File: src/eeprom_host_pkg.sv
// constants for the parallel eeprom host controller
// assumes a 250 MHz sys_clk; pin timing is counted in sys_clk cycles
package eeprom_host_pkg;
  localparam int addr_width = 13;
  localparam int data_width = 8;
  localparam int page_bytes = 64;
  localparam int page_lsb = 6;
  localparam int clk_period_ns = 4;
  // strobe phase lengths, each at least one cycle
  localparam int setup_ns = 20;
  localparam int strobe_ns = 100;
  localparam int hold_ns = 20;
  localparam int setup_cycles = (setup_ns + clk_period_ns - 1) / clk_period_ns;
  localparam int strobe_cycles =
    (strobe_ns + clk_period_ns - 1) / clk_period_ns;
  localparam int hold_cycles = (hold_ns + clk_period_ns - 1) / clk_period_ns;
  // byte load limit is a longest time: round down, keep a safety margin
  localparam int byte_load_us = 100;
  localparam int byte_load_margin_us = 10;
  localparam int byte_load_cycles =
    ((byte_load_us - byte_load_margin_us) * 1000) / clk_period_ns;
  // the host gives up polling after poll_limit_cycles relaunched reads of 37 cycles each
  localparam int poll_limit_ms = 10;
  localparam int poll_limit_cycles = (poll_limit_ms * 1000000) / clk_period_ns;
  localparam logic [7:0] data_reset = 8'h00;
  localparam logic [12:0] addr_reset = 13'h0000;
  typedef enum logic [1:0] {
    cmd_read,
    cmd_write,
    cmd_poll_data,
    cmd_poll_toggle
  } cmd_type;
endpackage

File: src/pin_cycle_if.sv
// strobe request/answer bundle between the sequencer and the pin driver
// both sides run on sys_clk
`timescale 1ns/1ns
interface pin_cycle_if;
  import eeprom_host_pkg::*;
  logic start;
  logic is_write;
  logic [addr_width-1:0] addr;
  logic [data_width-1:0] wdata;
  logic done;
  logic [data_width-1:0] rdata;
  logic we_fall;
  modport master (output start, output is_write, output addr, output wdata,
                  input done, input rdata, input we_fall);
  modport slave (input start, input is_write, input addr, input wdata,
                 output done, output rdata, output we_fall);
endinterface

File: src/pin_cycle.sv
// drives one read or write strobe cycle on the memory pins
// data_in comes from a pin and is synchronised here
`timescale 1ns/1ns
module pin_cycle
  import eeprom_host_pkg::*;
(
  // clock and reset
  input wire logic sys_clk,
  input wire logic rst_b,
  // sequencer side
  pin_cycle_if.slave cyc,
  // memory pins
  output logic [addr_width-1:0] byte_address,
  output logic chip_sel_b,
  output logic out_en_b,
  output logic wr_en_b,
  input wire logic [data_width-1:0] data_bus_in,
  output logic [data_width-1:0] data_bus_out,
  output logic data_bus_oe
);
  typedef enum logic [1:0] {ph_idle, ph_setup, ph_strobe, ph_hold} ph_type;
  ph_type ph, next_ph;
  logic [7:0] cnt, next_cnt;
  logic wr, next_wr;
  logic [addr_width-1:0] next_addr;
  logic [data_width-1:0] next_dout;
  logic [data_width-1:0] s1, s2, s3, rd, next_rd;
  logic [data_width-1:0] cap, next_cap;
  logic cs, next_cs, oe, next_oe, we, next_we, drv, next_drv;

  always_comb
  begin
    next_ph = ph;
    next_cnt = cnt;
    next_wr = wr;
    next_addr = byte_address;
    next_dout = data_bus_out;
    next_cs = cs;
    next_oe = oe;
    next_we = we;
    next_drv = drv;
    next_rd = rd;
    next_cap = cap;
    // accept a new data value only when two late stages agree
    if (s2 == s3)
      next_rd = s3;
    case (ph)
      ph_idle:
        if (cyc.start)
        begin
          next_ph = ph_setup;
          next_cnt = 8'(setup_cycles);
          next_wr = cyc.is_write;
          next_addr = cyc.addr;
          next_dout = cyc.wdata;
          next_drv = cyc.is_write;
        end
      ph_setup:
        if (cnt <= 8'h01)
        begin
          next_ph = ph_strobe;
          next_cnt = 8'(strobe_cycles);
          next_cs = 1'b1;
          next_oe = !wr;
          next_we = wr;
        end
        else
          next_cnt = cnt - 8'h01;
      ph_strobe:
        if (cnt <= 8'h01)
        begin
          next_ph = ph_hold;
          next_cnt = 8'(hold_cycles);
          // the device floats the bus once a strobe rises: take the byte now
          next_cap = rd;
          // release both together; data stays driven through hold
          next_cs = 1'b0;
          next_oe = 1'b0;
          next_we = 1'b0;
        end
        else
          next_cnt = cnt - 8'h01;
      ph_hold:
        if (cnt <= 8'h01)
        begin
          next_ph = ph_idle;
          next_drv = 1'b0;
        end
        else
          next_cnt = cnt - 8'h01;
      default:
        next_ph = ph_idle;
    endcase
  end

  always_ff @(posedge sys_clk)
  begin
    if (!rst_b)
    begin
      ph <= ph_idle;
      cnt <= 8'h00;
      wr <= 1'b0;
      byte_address <= addr_reset;
      data_bus_out <= data_reset;
      cs <= 1'b0;
      oe <= 1'b0;
      we <= 1'b0;
      drv <= 1'b0;
      s1 <= data_reset;
      s2 <= data_reset;
      s3 <= data_reset;
      rd <= data_reset;
      cap <= data_reset;
    end
    else
    begin
      ph <= next_ph;
      cnt <= next_cnt;
      wr <= next_wr;
      byte_address <= next_addr;
      data_bus_out <= next_dout;
      cs <= next_cs;
      oe <= next_oe;
      we <= next_we;
      drv <= next_drv;
      s1 <= data_bus_in;
      s2 <= s1;
      s3 <= s2;
      rd <= next_rd;
      cap <= next_cap;
    end
  end

  assign chip_sel_b = !cs;
  assign out_en_b = !oe;
  assign wr_en_b = !we;
  assign data_bus_oe = drv;
  // read data was taken at the end of the strobe, while the device drove it
  assign cyc.done = (ph == ph_hold) && (cnt <= 8'h01);
  assign cyc.rdata = cap;
  assign cyc.we_fall = (ph == ph_setup) && (cnt <= 8'h01) && wr;
endmodule

File: src/eeprom_host.sv
// host controller for a byte-wide self-timed eeprom with page writes
// user side issues read, write-byte and poll requests; one clock domain
//
// How it works
// - reads assert chip select and output enable together, write enable high.
// - writes assert chip select and write enable with output enable high.
// - a byte outside the open page waits for it to close and for programming.
// - next write strobe falls well inside the byte-load limit.
// - chip select is high whenever no cycle runs.
// - other bus activity between loads is allowed within the limit.
`timescale 1ns/1ns
module eeprom_host
  import eeprom_host_pkg::*;
#(
  parameter int load_limit = byte_load_cycles,
  parameter int poll_limit = poll_limit_cycles
)
(
  // clock and reset
  input wire logic sys_clk,
  input wire logic rst_b,
  // user request
  input wire logic req_valid,
  input wire cmd_type req_cmd,
  input wire logic [addr_width-1:0] req_addr,
  input wire logic [data_width-1:0] req_wdata,
  output logic req_ready,
  // user answer
  output logic resp_valid,
  output logic [data_width-1:0] resp_rdata,
  output logic resp_timeout,
  output logic page_open,
  // memory pins
  output logic [addr_width-1:0] byte_address,
  output logic chip_sel_b,
  output logic out_en_b,
  output logic wr_en_b,
  input wire logic [data_width-1:0] data_bus_in,
  output logic [data_width-1:0] data_bus_out,
  output logic data_bus_oe
);
  typedef enum logic [2:0] {
    st_idle, st_cycle, st_close, st_poll, st_poll_wait
  } st_type;
  st_type st, next_st;
  cmd_type cmd, next_cmd;
  logic [addr_width-1:0] addr, next_addr;
  logic [data_width-1:0] wdata, next_wdata;
  logic [data_width-1:0] last_data, next_last_data;
  logic [addr_width-1:0] last_addr, next_last_addr;
  logic [addr_width-1:page_lsb] page, next_page;
  logic [6:0] loaded, next_loaded;
  logic open, next_open;
  logic [31:0] load_cnt, next_load_cnt;
  logic [31:0] poll_cnt, next_poll_cnt;
  logic prev6, next_prev6, have6, next_have6;
  logic busy, next_busy;
  logic rv, next_rv, to, next_to;
  logic [data_width-1:0] rdat, next_rdat;
  logic start;
  logic same_page;
  logic expire;

  pin_cycle_if cyc ();

  pin_cycle u_pin
  (
    .sys_clk(sys_clk),
    .rst_b(rst_b),
    .cyc(cyc),
    .byte_address(byte_address),
    .chip_sel_b(chip_sel_b),
    .out_en_b(out_en_b),
    .wr_en_b(wr_en_b),
    .data_bus_in(data_bus_in),
    .data_bus_out(data_bus_out),
    .data_bus_oe(data_bus_oe)
  );

  assign same_page = open && (req_addr[addr_width-1:page_lsb] == page);
  assign expire = open && !cyc.we_fall && (load_cnt == 32'h0);
  // a write outside the open page waits for it to close, then for a poll;
  // reads pass freely between page loads
  assign req_ready = (st == st_idle) && !(req_cmd == cmd_write &&
    (expire || ((busy || open) && !same_page)));
  assign start = (st == st_idle && req_valid && req_ready) ||
    (st == st_poll);
  assign cyc.start = start;
  assign cyc.is_write = (st == st_idle) && (req_cmd == cmd_write);
  // data polling must read the last written location, whatever was asked
  assign cyc.addr = (st == st_poll || req_cmd == cmd_poll_data) ?
    last_addr : req_addr;
  assign cyc.wdata = req_wdata;
  assign resp_valid = rv;
  assign resp_rdata = rdat;
  assign resp_timeout = to;
  assign page_open = open;

  always_comb
  begin
    next_st = st;
    next_cmd = cmd;
    next_addr = addr;
    next_wdata = wdata;
    next_last_data = last_data;
    next_last_addr = last_addr;
    next_page = page;
    next_loaded = loaded;
    next_open = open;
    next_load_cnt = load_cnt;
    next_poll_cnt = poll_cnt;
    next_prev6 = prev6;
    next_have6 = have6;
    next_busy = busy;
    next_rv = 1'b0;
    next_to = 1'b0;
    next_rdat = rdat;
    // byte-load timer runs from each write strobe fall
    if (open)
    begin
      if (cyc.we_fall)
        next_load_cnt = 32'(load_limit);
      else if (load_cnt != 32'h0)
        next_load_cnt = load_cnt - 32'h1;
      else
        next_open = 1'b0;
    end
    case (st)
      st_idle:
        if (req_valid && req_ready)
        begin
          next_cmd = req_cmd;
          next_addr = req_addr;
          next_wdata = req_wdata;
          if (req_cmd == cmd_write)
          begin
            // writes to a new page start a fresh load
            if (!same_page)
            begin
              next_page = req_addr[addr_width-1:page_lsb];
              next_loaded = 7'h00;
            end
            next_open = 1'b1;
            next_load_cnt = 32'(load_limit);
            next_last_addr = req_addr;
            next_last_data = req_wdata;
          end
          if (req_cmd == cmd_poll_data || req_cmd == cmd_poll_toggle)
          begin
            next_poll_cnt = 32'(poll_limit);
            next_have6 = 1'b0;
          end
          next_st = st_cycle;
        end
      st_cycle:
        if (cyc.done)
        begin
          next_rdat = cyc.rdata;
          if (cmd == cmd_write)
          begin
            next_loaded = loaded + 7'h01;
            // a full page closes now, without waiting for the byte-load timer
            if (loaded + 7'h01 >= 7'(page_bytes))
              next_st = st_close;
            else
            begin
              next_st = st_idle;
              next_rv = 1'b1;
            end
          end
          else if (cmd == cmd_read)
          begin
            next_st = st_idle;
            next_rv = 1'b1;
          end
          else
            next_st = st_poll_wait;
        end
      st_close:
      begin
        // no more bytes fit; close the page at once, mark busy and answer
        next_open = 1'b0;
        next_busy = 1'b1;
        next_st = st_idle;
        next_rv = 1'b1;
      end
      st_poll_wait:
      begin
        next_st = st_poll;
        if (cmd == cmd_poll_data)
        begin
          if (rdat[7] == last_data[7])
          begin
            next_busy = 1'b0;
            next_st = st_idle;
            next_rv = 1'b1;
          end
        end
        else if (have6 && rdat[6] == prev6)
        begin
          next_busy = 1'b0;
          next_st = st_idle;
          next_rv = 1'b1;
        end
        next_prev6 = rdat[6];
        next_have6 = 1'b1;
        if (next_st == st_poll && poll_cnt == 32'h0)
        begin
          next_st = st_idle;
          next_rv = 1'b1;
          next_to = 1'b1;
        end
      end
      st_poll:
      begin
        // relaunch a read of the last written location
        next_st = st_cycle;
        if (poll_cnt != 32'h0)
          next_poll_cnt = poll_cnt - 32'h1;
      end
      default:
        next_st = st_idle;
    endcase
    // a poll ending in the cycle the page closes must not clear busy
    if (expire)
      next_busy = 1'b1;
  end

  always_ff @(posedge sys_clk)
  begin
    if (!rst_b)
    begin
      st <= st_idle;
      cmd <= cmd_read;
      addr <= addr_reset;
      wdata <= data_reset;
      last_data <= data_reset;
      last_addr <= addr_reset;
      page <= '0;
      loaded <= 7'h00;
      open <= 1'b0;
      load_cnt <= 32'h0;
      poll_cnt <= 32'h0;
      prev6 <= 1'b0;
      have6 <= 1'b0;
      busy <= 1'b0;
      rv <= 1'b0;
      to <= 1'b0;
      rdat <= data_reset;
    end
    else
    begin
      st <= next_st;
      cmd <= next_cmd;
      addr <= next_addr;
      wdata <= next_wdata;
      last_data <= next_last_data;
      last_addr <= next_last_addr;
      page <= next_page;
      loaded <= next_loaded;
      open <= next_open;
      load_cnt <= next_load_cnt;
      poll_cnt <= next_poll_cnt;
      prev6 <= next_prev6;
      have6 <= next_have6;
      busy <= next_busy;
      rv <= next_rv;
      to <= next_to;
      rdat <= next_rdat;
    end
  end
endmodule

File: config.mk
export PLATFORM = sky130hd
export DESIGN_NAME = eeprom_host
export DESIGN_NICKNAME = d
export VERILOG_FILES = /design/src/eeprom_host_pkg.sv /design/src/pin_cycle_if.sv /design/src/pin_cycle.sv /design/src/eeprom_host.sv
export SDC_FILE = /design/constraint.sdc
export NUM_CORES = 1
export LEC_CHECK = 0
export BUFFER_PORTS_ARGS = -buffer_cell sky130_fd_sc_hd__buf_2
export CORE_UTILIZATION = 60
export CTS_CLUSTER_DIAMETER = 80
export DETAILED_ROUTE_END_ITERATION = 10
export PLACE_DENSITY = 0.9
export SLEW_MARGIN = 10
export SYNTH_ARGS = -nofsm -noshare
export SYNTH_HDL_FRONTEND = slang
export SYNTH_SLANG_ARGS = --single-unit
File: constraint.sdc
create_clock -name sys_clk -period 7.2 [get_ports sys_clk]
set_input_delay 1.44 -clock sys_clk [delete_from_list [all_inputs] [get_ports sys_clk]]
set_output_delay 1.44 -clock sys_clk [all_outputs]
set_load 0.05 [all_outputs]
==> impl_results.md <==
- Clk network pwr share: approximately a third
- WHS Path Cells: 1
- Initial antenna violation count: 2
- Top-area cell type share of the netlist area: 44.4%
- Comb power frac: a little over a quarter
- GP Congestion: a little over 0.9
- Final count of hold timing violations: 0
- IO Count: 71
- Core area: 13500 um2
- Critical Path End: req_ready
- Num CTS Buffers: 17
- Tmin final: around 4.6 ns
- Crit path kind: in -> out
- DIE HEIGHT: 121 um
- Leakage power: about 3.8 nW
- Hpwl dp: approximately 13000 um
- Buffer depth of the longest clock path: 2
- WL/cell: 16.3 um
- Number of global-route vias before repair: ~7000
- Htree depth: 4
- Global-route usage over all layers: 27.7%
- Critical path peak fanout: 4
- Grt ovf: 0
- Layout cell share with drive strength beyond 1: 12.5%
- Max stage delay cell, worst path: o31ai_1
- Most used cell, CP: buf_2
- Cells after Synth: between 900 and 1000
- Reg2Reg Depth: 6
- Yosys Warn Count: 0
- Sink Count: between 150 and 200
- R2R Path End: u_pin.byte_address[10]
- Outcome: completed
- Setup crit start kind: input port
- Critical Path AT: ~3.2 ns
- Setup bufs post-CTS: 0
- DR iter-0 viols: approximately 520
- Psw: 0.00104 W
- WP data required: ~5.8 ns
- Clock skew: 0.00712 ns
- Root buf cell: clkbuf_16
- Post-CTS Resized: 0
- Hold_ws: between 0.4 and 0.5 ns
- Async S/R FF share, synth: 0%
- DRT Pass-1 Iters: 7
- Post-Syn Area: about 8400 um2
- Cell Chain, Critical Path: buf_2, xnor2_1, nand4_1, o31ai_1, o21a_1, and2_1, buf_2
- Vias/cell: 6.06
- Avg Cell Area, Syn: roughly 8.8 um2
- Worst-Margin Slew: around 1.1 ns
- CTS tree: done
- DRC Markers: 0
- Fin. max-slew vios: 0
- Die area: about 15000 um2
- CTS clock-pin slew for the worst setup and hold paths: approximately 0.060 ns
- Initial Utilization: 62.7%
- Crit path launch: req_addr[10]
- Final nets: roughly 1000
- Antenna-violating nets left: 0
- Global-route wire length before repair: around 32000 um
- # setup viols final: 0
- Setup TNS Final: 0 ns
- Syn Nets: roughly 1000
- Leading area contributor after synthesis: dfxtp_1
- Most area-consuming cells after synthesis: dfxtp_1, mux2i_1, nor2_1
- Routed vias: about 7200
- Filler cells: between 900 and 1000
- Sw frac: roughly a third
- Pin count of the biggest net entering global routing: 58
- Max-cap violation count: 0
- Area Growth Syn to Fin: 12.5%
- R2R setup slack: roughly 3.5 ns
- Pwr dens: roughly 310 nW/um2
- Post-synth cell types: 60
- Number of synthesized flops with an enable pin: 0
- Max-Slew Margin vs Limit: 26.5%
- Total wire length: 19400 um
- Synthesized flop and latch total: around 190
- Maximum clock rate: 0.217 GHz
- Crit end category: output pin
- Hold_buf cts: 0
- Internal: 0.00193 W
- IR drop worst, VDD: between 0.0002 and 0.00025 V
- Row Count: 42
- Period utilization: roughly 64%
- RSZ-0062 raised after global routing: no
- Most used DFF post-synth: dfxtp_1
- Seq/Total Area, Yosys: 44.4%
- Clock Latency Late Sink: 0.43 ns
- Flop pwr share: between 30% and 40%
- Critical Path Max Stage Delay: roughly 0.53 ns
- Worst hold-check path type: reg -> reg
- Die X: about 120 um
- Reg-to-reg startpoint: load_cnt[23]
- Port Buffers: 70
-- routing by layer --
metal / wire length [um] / track usage [%] / part of all wire, %
met5: 0 / 0 / 0
met4: 391 / 11.3 / 2.0
met3: 1100 / 6.51 / 5.7
met2: 9500 / 46.5 / 49
met1: 8440 / 34.0 / 43
-- flip-flops by register name, summed over array words and instances (netlist names), 13 cells and up --
| name | flops |
|---|---|
| last_addr | 13 |
| u_pin.byte_address | 13 |
| load_cnt | 32 |
| poll_cnt | 32 |
-- power groups by stage --
stage / sequential (W) / clock (W) / combinational [W]
after floorplan: 0.00128 / 0 / 0.000538
after global placement: 0.00120 / 0 / 0.000780
after detailed placement: 0.00120 / 0 / 0.000795
after CTS: 0.00118 / 0.000985 / 0.000806
after global routing: 0.00119 / 0.00103 / 0.000885
final: 0.00118 / 0.000975 / 0.000816
-- worst max-delay path, delay by kind of cell --
family	cells	cell delay (ns)
AOI/OAI and AO/OA	2	0.80
buffers and inverters	2	0.41
and+or+nand+nor	2	0.37
xor gates and xnor gates	1	0.15
-- cells in the final DEF (no fill, tap or decap), drive strengths merged, types with 6 or more instances in the layout --
cell and count:
xor2 43, nand4 12, o2111ai 6, ha 10, a21oi 69, nand2b 7
or3 14, nor2 119, nor3 34, and3 8, or4 17, nand3b 7
nand2 67, a211oi 12, nand3 42, inv 25, dfxtp 187, mux2i 48
a311oi 21, xnor2 24, clkbuf 18, nor4 18, and2 36, o21ai 23
buf 79
-- cell type report --
cell class              count  area (um2)  share of cell area (%)
diodes                      1        2.50                  0.0264
clock inverters            13         180                    1.90
repair buffers             79         418                    4.40
inverters                  19        71.3                   0.752
multi-input cells         696        4410                    46.5
well taps                 176         220                    2.32
clock buffers              18         439                    4.63
flip-flops and latches    187        3740                    39.5
-- through the flow --
step | area [um2] | setup WS (ns) | util (%) | std cells | total power (W)
2_1_floorplan | 8430 | 2.94 | - | 955 | 0.00182
3_3_place_gp | 8870 | 2.68 | 65.9 | 1157 | 0.00198
3_5_place_dp | 8870 | 2.62 | 65.9 | 1157 | 0.00200
4_1_cts | 9490 | 2.61 | 70.5 | 1188 | 0.00297
5_1_grt | 9490 | 2.47 | 70.5 | 1189 | 0.00311
6_report | 9490 | 2.59 | 70.5 | 1189 | 0.00297
-- cells by family after synthesis --
logic type                 count (synthesis)  share of synthesized area, %
AOI/OAI and AO/OA                        178                          14.7
DFF                                      187                          44.4
buffers and inverters                     72                          3.40
adders and majority gates                 10                          1.48
and+or+nand+nor                          393                          23.4
xor gates and xnor gates                  67                          6.96
muxes                                     48                          5.70
-- synthesized netlist by cell type, types with 24 or more instances --
master,count
nand3_1,42
nand2_1,67
mux2i_1,48
a21oi_1,69
and2_1,36
nor2_1,119
dfxtp_1,187
xor2_1,43
xnor2_1,24
nor3_1,34
clkbuf_1,45
-- how the worst min path moves through the flow --
stage	to	slack, ns	startpoint
finish	u_pin.s2[4]	0.43	u_pin.s1[4]
detailed placement	u_pin.s2[6]	0.42	u_pin.s1[6]
global route	u_pin.s2[1]	0.45	u_pin.s1[1]
global placement	u_pin.s2[4]	0.42	u_pin.s1[4]
floorplan	u_pin.s2[0]	0.41	u_pin.s1[0]
CTS	u_pin.s2[4]	0.43	u_pin.s1[4]
Power figures use the tool's default switching activity.
